`src/include/event_sel_consts.svh`:
```
// Operation
// No function: ignore event, first gains, primary
// Alternate function: active event selects alternate setpoint
// Gain function: active event selects second gains
// Combined function: alternate setpoint and second gains
// Tuning results go to active gain set
// Single alarm clear; retrigger on release if present
// Dual alarm clear; each retriggers if present
// Single output inhibit while event active
// Dual inhibit disables both outputs immediately
// Inhibited outputs recover at event release
// Lock function refuses all parameter changes; the code still stores tuner results into the gain sets
// Absolute format: alternate setpoint used unchanged
// Offset format: primary plus stored alternate
// Alternate functions only in dual/ramp modes
// Four-bit select, eleven codes, others none
// Event input passes two-flop synchroniser
`ifndef EVENT_SEL_CONSTS_SVH
`define EVENT_SEL_CONSTS_SVH
// Wishbone register offsets (byte addresses)
`define OFS_CTRL     8'h00
`define OFS_PRIMARY  8'h04
`define OFS_ALTERN   8'h08
`define OFS_GAIN1    8'h0C
`define OFS_GAIN2    8'h10
`define OFS_STATUS   8'h14
`define OFS_ACTIVE_SP 8'h18
`define OFS_ACTIVE_GAIN 8'h1C
// Control register fields
`define CTRL_FN_LSB  0
`define CTRL_FMT_BIT 4
`define CTRL_MODE_LSB 8
// Gain word fields: band [15:0], integral [23:16], derivative [31:24]
`define GAIN_RESET   32'h0000_0000
`endif

```
`src/include/event_sel_pkg.sv`:
```
package event_sel_pkg;
   // Event function codes
   typedef enum logic [3:0] {
      FN_NONE      = 4'h0,
      FN_ALT_SP    = 4'h1,
      FN_GAIN2     = 4'h2,
      FN_COMBINED  = 4'h3,
      FN_CLR_A1    = 4'h4,
      FN_CLR_A2    = 4'h5,
      FN_CLR_BOTH  = 4'h6,
      FN_INH_O1    = 4'h7,
      FN_INH_O2    = 4'h8,
      FN_INH_BOTH  = 4'h9,
      FN_LOCK      = 4'hA
   } event_fn_t;
   // Set point source modes
   typedef enum logic [2:0] {
      MODE_SINGLE   = 3'h0,
      MODE_DUAL     = 3'h1,
      MODE_MIN_RAMP = 3'h2,
      MODE_HR_RAMP  = 3'h3,
      MODE_REMOTE1  = 3'h4,
      MODE_REMOTE2  = 3'h5
   } sp_mode_t;
   // Bus slave state, one-hot
   typedef enum logic [1:0] {
      BUS_IDLE = 2'b01,
      BUS_ACK  = 2'b10
   } bus_state_t;
endpackage

```
`src/hw/event_input_function_select.sv`:
```
// Added by the designer: the register addresses and the Wishbone register port.
`timescale 1ns/1ps
`include "event_sel_consts.svh"
module event_input_function_select
   import event_sel_pkg::*;
#(
   parameter int SP_W = 16
) (
   input  wire logic        clk_i,
   input  wire logic        rst_i,
   // Wishbone slave
   input  wire logic        cyc_i,
   input  wire logic        stb_i,
   input  wire logic        we_i,
   input  wire logic [7:0]  adr_i,
   input  wire logic [3:0]  sel_i,
   input  wire logic [31:0] dat_i,
   output logic      [31:0] dat_o,
   output logic             ack_o,
   // Event contact, external
   input  wire logic        event_i,
   // Raw alarm conditions from alarm logic
   input  wire logic        alarm1_cond_i,
   input  wire logic        alarm2_cond_i,
   // Tuner result write
   input  wire logic        tune_done_i,
   input  wire logic [31:0] tune_gain_i,
   // Set point feed from ramp or remote source
   input  wire logic [SP_W-1:0] source_sp_i,
   // Control outputs
   output logic [SP_W-1:0]  active_sp_o,
   output logic [31:0]      active_gain_o,
   output logic             alarm1_o,
   output logic             alarm2_o,
   output logic             out1_inhibit_o,
   output logic             out2_inhibit_o,
   output logic             param_lock_o
);

   // Elaboration check: set points must fit the 32-bit bus word
   if (SP_W < 2 || SP_W > 32) begin
      $error("SP_W out of range");
   end

   // Synchroniser and edge state
   logic       sync1_ff;                 // First stage, read only by sync2_ff
   logic       sync2_ff;                 // Stable event level
   logic       evt_prev_ff;              // Previous level for edges
   logic       nxt_sync1;
   logic       nxt_sync2;
   logic       nxt_evt_prev;
   // Registers
   logic [3:0]      fn_ff;               // Event function select
   logic            fmt_ff;              // 1 = offset format
   logic [2:0]      mode_ff;             // Set point source mode
   logic [SP_W-1:0] prim_ff;             // Primary setpoint
   logic [SP_W-1:0] alt_ff;              // Stored alternate setpoint
   logic [31:0]     gain1_ff;            // First gain set
   logic [31:0]     gain2_ff;            // Second gain set
   logic [3:0]      nxt_fn;
   logic            nxt_fmt;
   logic [2:0]      nxt_mode;
   logic [SP_W-1:0] nxt_prim;
   logic [SP_W-1:0] nxt_alt;
   logic [31:0]     nxt_gain1;
   logic [31:0]     nxt_gain2;
   // Outputs and alarm latches
   logic            alarm1_ff;
   logic            alarm2_ff;
   logic [SP_W-1:0] sp_ff;
   logic [31:0]     gain_ff;
   logic            inh1_ff;
   logic            inh2_ff;
   logic            lock_ff;
   logic            nxt_alarm1;
   logic            nxt_alarm2;
   logic [SP_W-1:0] nxt_sp;
   logic [31:0]     nxt_gain;
   logic            nxt_inh1;
   logic            nxt_inh2;
   logic            nxt_lock;
   // Bus
   bus_state_t      bus_ff;
   bus_state_t      nxt_bus;
   logic [31:0]     rdat_ff;
   logic [31:0]     nxt_rdat;
   // Decoded function intent
   logic            use_alt;
   logic            use_g2;
   logic            clr1;
   logic            clr2;
   logic            inh1;
   logic            inh2;
   logic            lck;
   logic            alt_ok;
   logic            evt;
   logic            evt_fall;
   logic [SP_W-1:0] alt_sp;
   logic            wr_take;

   // Two-flop synchroniser plus release edge detector
   always_comb begin
      nxt_sync1    = event_i;
      nxt_sync2    = sync1_ff;
      nxt_evt_prev = sync2_ff;
   end

   always_ff @(posedge clk_i) begin
      if (rst_i) begin
         sync1_ff    <= 1'b0;
         sync2_ff    <= 1'b0;
         evt_prev_ff <= 1'b0;
      end else begin
         sync1_ff    <= nxt_sync1;
         sync2_ff    <= nxt_sync2;
         evt_prev_ff <= nxt_evt_prev;
      end
   end

   assign evt      = sync2_ff;
   assign evt_fall = evt_prev_ff & ~sync2_ff;

   // Function decode; set point functions gated by source mode
   always_comb begin
      alt_ok = (mode_ff == MODE_DUAL) || (mode_ff == MODE_MIN_RAMP)
               || (mode_ff == MODE_HR_RAMP);
      use_alt = 1'b0;
      use_g2  = 1'b0;
      clr1    = 1'b0;
      clr2    = 1'b0;
      inh1    = 1'b0;
      inh2    = 1'b0;
      lck     = 1'b0;
      case (fn_ff)
         FN_ALT_SP:   use_alt = alt_ok;
         FN_GAIN2:    use_g2 = 1'b1;
         FN_COMBINED: begin
            use_alt = alt_ok;
            use_g2  = 1'b1;
         end
         FN_CLR_A1:   clr1 = 1'b1;
         FN_CLR_A2:   clr2 = 1'b1;
         FN_CLR_BOTH: begin
            clr1 = 1'b1;
            clr2 = 1'b1;
         end
         FN_INH_O1:   inh1 = 1'b1;
         FN_INH_O2:   inh2 = 1'b1;
         FN_INH_BOTH: begin
            inh1 = 1'b1;
            inh2 = 1'b1;
         end
         FN_LOCK:     lck = 1'b1;
         default:     use_alt = 1'b0;                                // Unused codes act as none
      endcase
   end

   // Second setpoint: absolute or offset from primary
   assign alt_sp = fmt_ff ? SP_W'(prim_ff + alt_ff) : alt_ff;

   // Control outputs next values
   always_comb begin
      // Source mode picks primary or external feed when not switched
      nxt_sp = (mode_ff == MODE_SINGLE || mode_ff == MODE_DUAL) ? prim_ff : source_sp_i;
      if (evt && use_alt) begin
         nxt_sp = alt_sp;
      end
      nxt_gain = (evt && use_g2) ? gain2_ff : gain1_ff;
      nxt_inh1 = evt & inh1;
      nxt_inh2 = evt & inh2;
      nxt_lock = evt & lck;
      // Alarm held clear while event active; retrigger on release
      nxt_alarm1 = alarm1_ff | alarm1_cond_i;
      if (evt && clr1) begin
         nxt_alarm1 = 1'b0;
      end else if (evt_fall && clr1) begin
         nxt_alarm1 = alarm1_cond_i;
      end
      nxt_alarm2 = alarm2_ff | alarm2_cond_i;
      if (evt && clr2) begin
         nxt_alarm2 = 1'b0;
      end else if (evt_fall && clr2) begin
         nxt_alarm2 = alarm2_cond_i;
      end
   end

   always_ff @(posedge clk_i) begin
      if (rst_i) begin
         sp_ff     <= '0;
         gain_ff   <= `GAIN_RESET;
         inh1_ff   <= 1'b0;
         inh2_ff   <= 1'b0;
         lock_ff   <= 1'b0;
         alarm1_ff <= 1'b0;
         alarm2_ff <= 1'b0;
      end else begin
         sp_ff     <= nxt_sp;
         gain_ff   <= nxt_gain;
         inh1_ff   <= nxt_inh1;
         inh2_ff   <= nxt_inh2;
         lock_ff   <= nxt_lock;
         alarm1_ff <= nxt_alarm1;
         alarm2_ff <= nxt_alarm2;
      end
   end

   // Write lands at the edge where the master samples ack, once per handshake
   assign wr_take = cyc_i & stb_i & we_i & (bus_ff == BUS_ACK);

   // Parameter registers; lock refuses bus writes, tuner still stores
   always_comb begin
      nxt_fn    = fn_ff;
      nxt_fmt   = fmt_ff;
      nxt_mode  = mode_ff;
      nxt_prim  = prim_ff;
      nxt_alt   = alt_ff;
      nxt_gain1 = gain1_ff;
      nxt_gain2 = gain2_ff;
      if (wr_take && !lock_ff) begin
         case (adr_i)
            `OFS_CTRL: begin
               if (sel_i[0]) begin
                  nxt_fn  = dat_i[`CTRL_FN_LSB +: 4];
                  nxt_fmt = dat_i[`CTRL_FMT_BIT];
               end
               if (sel_i[1]) begin
                  nxt_mode = dat_i[`CTRL_MODE_LSB +: 3];
               end
            end
            `OFS_PRIMARY: nxt_prim = dat_i[SP_W-1:0];
            `OFS_ALTERN:  nxt_alt  = dat_i[SP_W-1:0];
            `OFS_GAIN1:   nxt_gain1 = dat_i;
            `OFS_GAIN2:   nxt_gain2 = dat_i;
            default:      nxt_fn = fn_ff;
         endcase
      end
      // Tuner result goes to the gain set in use
      if (tune_done_i) begin
         if (evt && use_g2) begin
            nxt_gain2 = tune_gain_i;
         end else begin
            nxt_gain1 = tune_gain_i;
         end
      end
   end

   always_ff @(posedge clk_i) begin
      if (rst_i) begin
         fn_ff    <= 4'h0;
         fmt_ff   <= 1'b0;
         mode_ff  <= 3'h0;
         prim_ff  <= '0;
         alt_ff   <= '0;
         gain1_ff <= `GAIN_RESET;
         gain2_ff <= `GAIN_RESET;
      end else begin
         fn_ff    <= nxt_fn;
         fmt_ff   <= nxt_fmt;
         mode_ff  <= nxt_mode;
         prim_ff  <= nxt_prim;
         alt_ff   <= nxt_alt;
         gain1_ff <= nxt_gain1;
         gain2_ff <= nxt_gain2;
      end
   end

   // Bus slave: ack one cycle after request, then drop for a cycle
   always_comb begin
      nxt_bus  = BUS_IDLE;
      nxt_rdat = rdat_ff;
      case (bus_ff)
         BUS_IDLE: begin
            if (cyc_i && stb_i) begin
               nxt_bus = BUS_ACK;
               case (adr_i)
                  `OFS_CTRL:        nxt_rdat = {21'h0, mode_ff, 3'h0, fmt_ff, fn_ff};
                  `OFS_PRIMARY:     nxt_rdat = 32'(prim_ff);
                  `OFS_ALTERN:      nxt_rdat = 32'(alt_ff);
                  `OFS_GAIN1:       nxt_rdat = gain1_ff;
                  `OFS_GAIN2:       nxt_rdat = gain2_ff;
                  `OFS_STATUS:      nxt_rdat = {26'h0, evt, lock_ff, inh2_ff, inh1_ff,
                                                alarm2_ff, alarm1_ff};
                  `OFS_ACTIVE_SP:   nxt_rdat = 32'(sp_ff);
                  `OFS_ACTIVE_GAIN: nxt_rdat = gain_ff;
                  default:          nxt_rdat = 32'h0000_0000;        // Unmapped reads zero
               endcase
            end
         end
         BUS_ACK: nxt_bus = BUS_IDLE;
         default: nxt_bus = BUS_IDLE;
      endcase
   end

   always_ff @(posedge clk_i) begin
      if (rst_i) begin
         bus_ff  <= BUS_IDLE;
         rdat_ff <= 32'h0000_0000;
      end else begin
         bus_ff  <= nxt_bus;
         rdat_ff <= nxt_rdat;
      end
   end

   assign ack_o          = bus_ff[1];                                // One-hot ACK state bit
   assign dat_o          = rdat_ff;
   assign active_sp_o    = sp_ff;
   assign active_gain_o  = gain_ff;
   assign alarm1_o       = alarm1_ff;
   assign alarm2_o       = alarm2_ff;
   assign out1_inhibit_o = inh1_ff;
   assign out2_inhibit_o = inh2_ff;
   assign param_lock_o   = lock_ff;

endmodule

```
`config.mk`:
```
export PLATFORM = sky130hd
export DESIGN_NAME = event_input_function_select
export DESIGN_NICKNAME = d
export VERILOG_FILES = /design/src/include/event_sel_pkg.sv /design/src/hw/event_input_function_select.sv
export VERILOG_INCLUDE_DIRS = /design/src /design/src/include
export SDC_FILE = /design/constraint.sdc
export NUM_CORES = 1
export LEC_CHECK = 0
export BUFFER_PORTS_ARGS = -buffer_cell sky130_fd_sc_hd__buf_2
export CORE_AREA = 2 2 183 185
export DETAILED_ROUTE_END_ITERATION = 8
export DIE_AREA = 0 0 185 187
export SYNTH_ARGS = -nofsm -noshare
export SYNTH_HDL_FRONTEND = slang
export SYNTH_SLANG_ARGS = --single-unit
```
`constraint.sdc`:
```
create_clock -name clk_i -period 2.7 [get_ports clk_i]
set_input_delay 0.27 -clock clk_i [delete_from_list [all_inputs] [get_ports clk_i]]
set_output_delay 0.27 -clock clk_i [all_outputs]
set_load 0.1 [all_outputs]
```
==> metrics.csv, run 1 <==
stage;metric;value;unit
setup_path;worst-path-max-fanout;4;
place;portBuffers;184;
setup_path;worstPathArrival;2950;ps
timing;worst_hold_slack;40.30;ps
layout;stdcell_area;0.01177;mm^2
flow_run;cap_viol_max_count;0;
clock_tree;cts_tree;yes;
synth;synth.distinct_cells;62;
synth;synthCells;1161;
pwr;vdd_ir_drop_max;0.3932;mV
pwr;total_power;6.145;mW
synth;ys_ff_latch;194;
clock_tree;post_cts_resized;0;
routing;first_pass_iters;5;
clock_tree;cts_buffers;17;
pwr;p_leak;4.585;nW
place;place_area;0.01117;mm^2
timing;fin_skew;8.002;ps
routing;route.detailed.drc;0;
layout;multi_input_area;0.005344;mm^2
clock_tree;post-cts-setup-buffers;0;
grt;grt_use_met3;0.03680;
clock_tree;clk_pin_slew;70;ps
setup_path;crit_slowest_cell;a311oi_1;
hold_path;hp-class;input port to register;
grt;grt_use_met1;0.2821;
setup_path;crit_family;compound AO/OA/AOI/OAI gates;
timing;worst_slack;149.3;ps
synth;syn_area_per_cell;8.324;um^2
place;place_hpwl;25340;um
layout;final_core_util;0.3581;
routing;wl_per_cell;20.11;um
floorplanning;design.portCount;187;
clock_tree;h-tree-depth;4;
clock_tree;cts.sinks;194;
floorplanning;start_util;0.2941;
grt;antenna_found_initial;5;
setup_path;cp-start-kind;register;
timing;fmax;392.0;MHz
grt;grt.busiest_layer;met2;
synth;syn_nets;1278;
floorplanning;die_w;185;um
routing;vias;9536;
synth;synth_ff_type;dfxtp_1;
timing;drv_slew;0;
synth;yosys_warnings;0;
setup_path;worst_setup_path_end_kind;register;
synth;ys_seq_area_frac;0.4019;
synth;async_reset_ff_frac;0;
synth;synth-edff-count;0;
grt;grt-ovfl-total;0;
setup_path;max_stage_delay;430;ps
setup_path;path_class;register to register;
routing;drt_wl_total;35820;um
layout;stdcell_count;1781;
clock_tree;cts-hold-fix-buffers;0;
setup_path;path_buf_inv;0;
place;gp_congestion;0.9435;
setup_path;cp_cell_sequence;ha_1 > fa_1 > a21o_1 > a221oi_2 > o21ai_1 > a311oi_1 > mux2i_1 > and2_1;
timing;final.setup.tns;0;ps
grt;grtUsageMet2;0.3220;
grt;grt_max_degree;113;
layout;n_fill_cell;3477;
layout;regArea;0.003884;mm^2
pwr;p_per_area;522.1;mW/mm^2
timing;min_period_over_period;0.9447;
grt;track_usage;0.2051;
floorplanning;die-height;187;um
place;place_ws;148.8;ps
setup_path;crit_required;3090;ps
floorplanning;core-area;0.03286;mm^2
floorplanning;dieArea;0.03460;mm^2
synth;synthesis.area;0.009664;mm^2
timing;tightest_slew;940.2;ps
layout;fin_nets;1432;
timing;maxSlewHeadroom;0.3719;
floorplanning;num_rows;67;
grt;grt_pass1_vias;8939;
layout;layout-drive-gt1-share;0.2236;
clock_tree;clk_latency;450;ps
routing;ant_nets;0;
timing;rsz0062_at_grt;false;
layout;area_growth_syn_to_layout;21.78;%
grt;grt_pass1_wl;54140;um
place;dpl.cell_count;1744;
routing;first_iter_violations;933;
timing;finalHoldViolCount;0;
clock_tree;cts_root_buf;clkbuf_16;
routing;viasPerCell;5.354;
timing;setup_viol;0;
timing;min_period;2551;ps
clock_tree;ctsLongestPathBuffers;2;
outcome;status;complete, no violations;
## power by group
group | internal [mW] | leakage [nW] | switching, mW | total [mW]
Combinational | 0.171 | 2.73 | 0.463 | 0.634
Clock | 1.37 | 0.282 | 1.17 | 2.54
Sequential | 2.92 | 1.58 | 0.0456 | 2.97
Total | 4.47 | 4.58 | 1.68 | 6.14
## cell usage in the layout, fill, tap and decap left out, types with 15 or more instances in the layout
| cell type | Yosys | routed |
|---|---|---|
| ha_1 | 15 | 15 |
| a22oi_1 | 27 | 27 |
| nor2b_1 | 16 | 16 |
| o21ai_0 | 45 | 45 |
| a311oi_1 | 43 | 43 |
| clkbuf_16 | 0 | 17 |
| buf_2 | 27 | 183 |
| nand2_1 | 204 | 202 |
| buf_4 | 2 | 41 |
| nor2_1 | 110 | 110 |
| a21oi_1 | 86 | 86 |
| nand3_1 | 73 | 73 |
| mux2i_1 | 58 | 58 |
| a22o_1 | 22 | 22 |
| a211oi_1 | 43 | 43 |
| dfxtp_1 | 194 | 194 |
## state kept, by name, indices dropped and copies added, names as in the netlist, 2 cells and up
signal / flops
gain2_ff: 32
active_sp_o: 16
mode_ff: 3
alt_ff: 16
bus_ff: 2
dat_o: 32
active_gain_o: 32
gain1_ff: 32
fn_ff: 4
prim_ff: 16
## cells by family (layout without fill, tap and decap cells)
| family | count (synthesis) | after routing | synth area share |
|---|---|---|---|
| mux | 78 | 78 | 0.09503 |
| other cells | 0 | 5 | 0 |
| xor+xnor | 13 | 13 | 0.01178 |
| buf+inv | 104 | 271 | 0.04700 |
| fa+ha+maj | 16 | 16 | 0.02149 |
| simple gates | 445 | 445 | 0.2031 |
| flops | 194 | 194 | 0.4019 |
| compound gates | 311 | 311 | 0.2197 |
## cells in the mapped netlist, drive strengths merged (3+ instances only)
| library cell | n | area (um^2) |
|---|---|---|
| and2 | 3 | 18.77 |
| mux2i | 58 | 580.6 |
| or3 | 3 | 18.77 |
| o21ai | 47 | 235.2 |
| a31oi | 5 | 31.28 |
| clkbuf | 56 | 210.2 |
| nand2b | 3 | 18.77 |
| o31ai | 3 | 22.52 |
| a211oi | 43 | 322.8 |
| ha | 15 | 187.7 |
| a22o | 22 | 192.7 |
| mux2 | 10 | 112.6 |
| buf | 40 | 214.0 |
| nor3 | 15 | 80.08 |
| nor2b | 16 | 100.1 |
| xor2 | 3 | 26.28 |
| mux4 | 10 | 225.2 |
| nand3 | 75 | 385.4 |
| a22oi | 27 | 202.7 |
| nor2 | 111 | 424.2 |
| a311oi | 43 | 376.6 |
| nand2 | 204 | 765.7 |
| a222oi | 4 | 40.04 |
| a221oi | 8 | 76.32 |
| inv | 8 | 30.03 |
| dfxtp | 194 | 3884 |
| a21oi | 86 | 430.4 |
| a21o | 5 | 37.54 |
| xnor2 | 10 | 87.58 |
| o21a | 3 | 22.52 |
## worst paths after layout
path	startpoint	end	slack, ps	cells after the start
worst max-delay path	prim_ff[0]$_SDFFE_PP0P_	active_sp_o[14]$_SDFF_PP0_	150	8
worst min-delay path	event_i	nxt_sync2$_SDFF_PP0_	40	2
worst max register to register	prim_ff[0]$_SDFFE_PP0P_	active_sp_o[14]$_SDFF_PP0_	150	8
worst min register to register	nxt_sync2$_SDFF_PP0_	evt$_SDFF_PP0_	450	1
## cell type report
| class | instances | area share |
|---|---|---|
| inverter | 8 | 0.002552 |
| clock buffer | 21 | 0.04082 |
| antenna | 5 | 0.001063 |
| clock inverter | 11 | 0.008718 |
| timing repair buffer | 231 | 0.1151 |
| tap | 448 | 0.04763 |
| multi-input combinational | 863 | 0.4541 |
| sequential | 194 | 0.3300 |
## per-layer routing
layer / vias to the layer above / part of all wire
li1: 4524 / -
met1: 4597 / 0.44
met2: 373 / 0.46
met3: 42 / 0.072
met4: 0 / 0.025
met5: - / 0
No activity file was read; power rests on OpenSTA's default activity.
==> run 2, diff against run 1 <==
==> constraint.sdc (replaced) <==
create_clock -name clk_i -period 2.7 [get_ports clk_i]
set_input_delay 0.54 -clock clk_i [delete_from_list [all_inputs] [get_ports clk_i]]
set_output_delay 0.54 -clock clk_i [all_outputs]
set_load 0.1 [all_outputs]
==> metrics.csv, run 2 (synthesis results as in run 1) <==
stage;metric;value;unit
outcome;status;complete, no violations;
pwr;power_frac_comb;0.102;
place;gp_congestion;0.8886;
floorplanning;core-area;0.03286;mm^2
place;dpl.cell_count;1759;
layout;final_common_cell;nand2_1;
clock_tree;clk_pin_slew;80;ps
setup_path;path_buf_inv;0;
clock_tree;post_cts_resized;0;
grt;grt_max_degree;56;
routing;first_pass_iters;5;
timing;tightest_slew;978.9;ps
layout;layout-drive-gt1-share;0.2316;
clock_tree;cts_buffers;17;
grt;track_usage;0.2008;
setup_path;path_depth;8;
pwr;clockPowerShare;0.418;
timing;maxSlewHeadroom;0.3461;
clock_tree;cts-hold-fix-buffers;0;
setup_path;r2r_cells;8;
timing;min_period;2447;ps
floorplanning;dieArea;0.03460;mm^2
clock_tree;clk_latency;440;ps
floorplanning;num_rows;67;
routing;ant_nets;0;
pwr;internal-power;4.512;mW
timing;finalHoldViolCount;0;
floorplanning;start_util;0.2941;
clock_tree;cts.sinks;194;
floorplanning;design.portCount;187;
setup_path;cp_cell_sequence;ha_1 > fa_1 > a21o_1 > a221oi_4 > o21ai_1 > a311oi_1 > mux2i_1 > and2_1;
timing;fmax;408.6;MHz
place;portBuffers;184;
timing;min_period_over_period;0.9065;
grt;grt-ovfl-total;0;
grt;grt_pass1_wl;53040;um
setup_path;crit_family;compound AO/OA/AOI/OAI gates;
clock_tree;cts_root_buf;clkbuf_16;
grt;grt_pass1_vias;8735;
timing;rsz0062_at_grt;false;
grt;antenna_found_initial;4;
pwr;vdd_ir_drop_max;0.3764;mV
clock_tree;post-cts-setup-buffers;0;
setup_path;path_class;register to register;
routing;first_iter_violations;1094;
pwr;power_frac_seq;0.480;
timing;worst_slack;252.6;ps
layout;fin_nets;1447;
routing;route.detailed.drc;0;
setup_path;worst_setup_path_end_kind;register;
clock_tree;h-tree-depth;4;
setup_path;max_stage_delay;410;ps
timing;drv_slew;0;
floorplanning;die_w;185;um
routing;wl_per_cell;19.69;um
setup_path;cp-start-kind;register;
setup_path;worstPathArrival;2840;ps
layout;mostFrequentLayoutCells;nand2_1, dfxtp_1, buf_2;
setup_path;crit_required;3090;ps
routing;drt_wl_total;35320;um
routing;viasPerCell;5.338;
hold_path;hp-class;input port to register;
layout;stdcell_count;1794;
pwr;switching_power;1.675;mW
hold_path;whs_path_depth;2;
pwr;p_per_area;521.2;mW/mm^2
setup_path;crit_slowest_cell;fa_1;
flow_run;cap_viol_max_count;0;
timing;setup_viol;0;
clock_tree;ctsLongestPathBuffers;2;
routing;vias;9576;
pwr;p_leak;4.658;nW
place;place_ws;170.3;ps
place;place_hpwl;25500;um
timing;final.setup.tns;0;ps
floorplanning;die-height;187;um
setup_path;worst-path-max-fanout;4;
clock_tree;cts_tree;yes;
timing;fin_skew;11.74;ps
layout;area_growth_syn_to_layout;22.81;%
pwr;switching_share;0.2707;
[run 2: cell types whose count changed in the layout (fill, tap and decap cells not counted)]
cell / delta
clkbuf_8: -2
a221oi_2: -1
bufinv_16: +1
diode_2: -2
buf_12: -2
clkbuf_1: +1
clkinv_4: +1
inv_6: -1
buf_4: +17
a221oi_4: +1
[run 2: area by class of cell]
| cell class | instances | area [um^2] |
|---|---|---|
| diodes | 3 | 7.507 |
| clock buffers | 20 | 456.7 |
| clock inverters | 12 | 132.6 |
| fillers | 3456 | 20990 |
| inverters | 8 | 30.03 |
| multi-input cells | 863 | 5355 |
| flip-flops and latches | 194 | 3884 |
| well taps | 448 | 560.5 |
| repair buffers | 246 | 1443 |
[run 2: metrics by stage]
stage / area (um^2) / util / power [mW] / hold WS, ps
after floorplan: 9664 / - / 3.417 / 413.8
after global placement: 11260 / 0.3427 / 3.653 / 431.5
final: 11870 / 0.3612 / 6.187 / 310.1
after CTS: 11850 / 0.3606 / 6.212 / 295.5
after detailed placement: 11260 / 0.3427 / 3.659 / 444.7
after global routing: 11860 / 0.3610 / 6.377 / 312.3
[run 2: path summary, 6_finish.rpt]
| path | startpoint | to | slack (ps) |
|---|---|---|---|
| max | alt_ff[0]$_SDFFE_PP0P_ | active_sp_o[14]$_SDFF_PP0_ | 250 |
| min | event_i | nxt_sync2$_SDFF_PP0_ | 310 |
| max reg2reg | alt_ff[0]$_SDFFE_PP0P_ | active_sp_o[14]$_SDFF_PP0_ | 250 |
| min reg2reg | nxt_sync2$_SDFF_PP0_ | evt$_SDFF_PP0_ | 450 |
[run 2: layer usage]
metal / vias to the layer above / share of wire / track usage
met5: - / 0.00031 / 0
met4: 2 / 0.025 / 0.06807
met3: 52 / 0.071 / 0.03660
met2: 420 / 0.45 / 0.3035
met1: 4552 / 0.46 / 0.2862
li1: 4550 / - / -
[run 2: power by group through the flow]
stage	logic [mW]	clock network, mW	registers [mW]
after floorplan	0.218	0	3.20
after global placement	0.623	0	3.03
after detailed placement	0.627	0	3.03
after CTS	0.628	2.62	2.97
after global routing	0.668	2.74	2.97
final	0.632	2.59	2.97
==> run 3, diff against run 2 <==
CORE_AREA = 2 2 159 161   (was 2 2 183 185)
DIE_AREA = 0 0 161 163   (was 0 0 185 187)
==> metrics.csv, run 3 (synthesis results as in run 1) <==
stage;metric;value;unit
setup_path;rrSetupSlack;240;ps
hold_path;hp-start;event_i;
clock_tree;post-cts-setup-buffers;0;
clock_tree;clk_latency;450;ps
timing;tightest_slew;1045;ps
layout;area_growth_syn_to_layout;21.17;%
layout;final_core_util;0.4746;
place;portBuffers;184;
floorplanning;start_util;0.3917;
routing;wl_per_cell;20.36;um
grt;track_usage;0.2558;
hold_path;holdPathEnd;nxt_sync2$_SDFF_PP0_;
place;place_hpwl;24270;um
setup_path;crit_required;3090;ps
hold_path;whs_path_depth;2;
layout;stdcell_area;0.01171;mm^2
setup_path;r2r_cells;8;
grt;grt-ovfl-total;0;
grt;grt_max_degree;101;
place;place_ws;266.4;ps
hold_path;hp-class;input port to register;
routing;first_pass_iters;5;
clock_tree;cts_buffers;17;
routing;vias;9559;
layout;final_common_cell;nand2_1;
setup_path;rr_endpoint;active_sp_o[14]$_SDFF_PP0_;
layout;multi_input_area;0.005344;mm^2
grt;grt_pass1_vias;8895;
floorplanning;num_rows;58;
layout;layout-drive-gt1-share;0.2312;
clock_tree;ctsLongestPathBuffers;2;
routing;route.detailed.drc;0;
clock_tree;cts_tree;yes;
floorplanning;design.portCount;187;
layout;fin_nets;1446;
timing;worst_slack;241.7;ps
routing;first_iter_violations;859;
timing;min_period_over_period;0.9105;
setup_path;worst_setup_path_end_kind;register;
clock_tree;post_cts_resized;0;
setup_path;cp-start-kind;register;
timing;rsz0062_at_grt;false;
floorplanning;die_w;161;um
timing;final.setup.tns;0;ps
place;place_area;0.01112;mm^2
layout;n_fill_cell;2487;
setup_path;cp_cell_sequence;ha_1 > fa_1 > a21o_1 > a221oi_2 > o21ai_1 > a311oi_1 > mux2i_1 > and2_1;
floorplanning;dieArea;0.02624;mm^2
clock_tree;cts_root_buf;clkbuf_16;
setup_path;path_class;register to register;
timing;finalHoldViolCount;0;
floorplanning;core-area;0.02467;mm^2
floorplanning;die-height;163;um
outcome;status;complete, no violations;
pwr;p_leak;4.660;nW
pwr;p_per_area;529.7;mW/mm^2
timing;drv_slew;0;
timing;setup_viol;0;
pwr;vdd_ir_drop_max;0.3088;mV
timing;maxSlewHeadroom;0.3019;
setup_path;worstPathArrival;2840;ps
grt;grt_pass1_wl;51980;um
routing;ant_nets;0;
setup_path;max_stage_delay;410;ps
place;gp_congestion;0.9319;
grt;antenna_found_initial;1;
clock_tree;clk_pin_slew;80;ps
timing;worst_hold_slack;312.3;ps
setup_path;r2r_start;prim_ff[0]$_SDFFE_PP0P_;
timing;fin_skew;15.28;ps
layout;regArea;0.003884;mm^2
setup_path;worst-path-max-fanout;4;
routing;viasPerCell;5.717;
layout;mostFrequentLayoutCells;nand2_1, dfxtp_1, buf_2;
clock_tree;h-tree-depth;4;
clock_tree;cts-hold-fix-buffers;0;
routing;drt_wl_total;34050;um
setup_path;crit_slowest_cell;fa_1;
flow_run;cap_viol_max_count;0;
timing;min_period;2458;ps
clock_tree;cts.sinks;194;
timing;fmax;406.8;MHz
[run 3: cell types whose count changed in the layout (fill, tap and decap cells not counted), sizes merged]
cell      before  now
inv            9   15
bufinv         2    1
clkinvlp       3    2
diode          3    1
buf          246  245
clkbuf        20   17
clkinv         6    4
[run 3: stage by stage]
step | instances | power, mW
after floorplan | 1161 | 3.417
after global placement | 1640 | 3.658
after detailed placement | 1640 | 3.661
after CTS | 1671 | 6.221
after global routing | 1672 | 6.386
final | 1672 | 6.202
[run 3: area by class of cell]
| class | count | area share |
|---|---|---|
| antenna | 1 | 0.0002137 |
| clock buffer | 17 | 0.03633 |
| clock inverter | 14 | 0.01400 |
| inverter | 8 | 0.002564 |
| multi-input combinational | 863 | 0.4564 |
| sequential | 194 | 0.3317 |
| tap | 330 | 0.03526 |
| timing repair buffer | 245 | 0.1236 |
[run 3: worst max-delay path by stage]
stage                                  startpoint                          to  slack, ps  depth (start not counted)
final                     prim_ff[0]$_SDFFE_PP0P_  active_sp_o[14]$_SDFF_PP0_        240                          8
after global routing      prim_ff[0]$_SDFFE_PP0P_  active_sp_o[14]$_SDFF_PP0_        150                          8
after CTS                 prim_ff[0]$_SDFFE_PP0P_  active_sp_o[14]$_SDFF_PP0_        260                          8
after detailed placement                 adr_i[5]       fn_ff[0]$_SDFFE_PP0P_        270                          7
after global placement                   adr_i[5]       fn_ff[0]$_SDFFE_PP0P_        290                          7
after floorplan              bus_ff[1]$_SDFF_PP0_       fn_ff[0]$_SDFFE_PP0P_        230                          7
[run 3: worst max-delay path: cells and delay by family, from the launching register on]
kind,cells,cell delay [ps]
AO/OA/AOI/OAI,4,1080
adder cells (fa/ha/maj),2,650
flip-flops,1,340
multiplexers,1,210
AND/OR/NAND/NOR,1,130
[run 3: metal layers]
layer | share of wire | GRT usage | wire (um) | up-vias
li1 | - | - | - | 4548
met1 | 0.45 | 0.3499 | 15180 | 4554
met2 | 0.46 | 0.4081 | 15690 | 406
met3 | 0.067 | 0.04151 | 2293 | 51
met4 | 0.026 | 0.09416 | 885 | 0
met5 | 0 | 0 | 0 | -
[run 3: power by group]
group          switching, mW  internal (mW)  total [mW]
sequential            0.0457           2.92        2.97
combinational          0.460          0.177       0.637
clock                   1.28           1.32        2.60
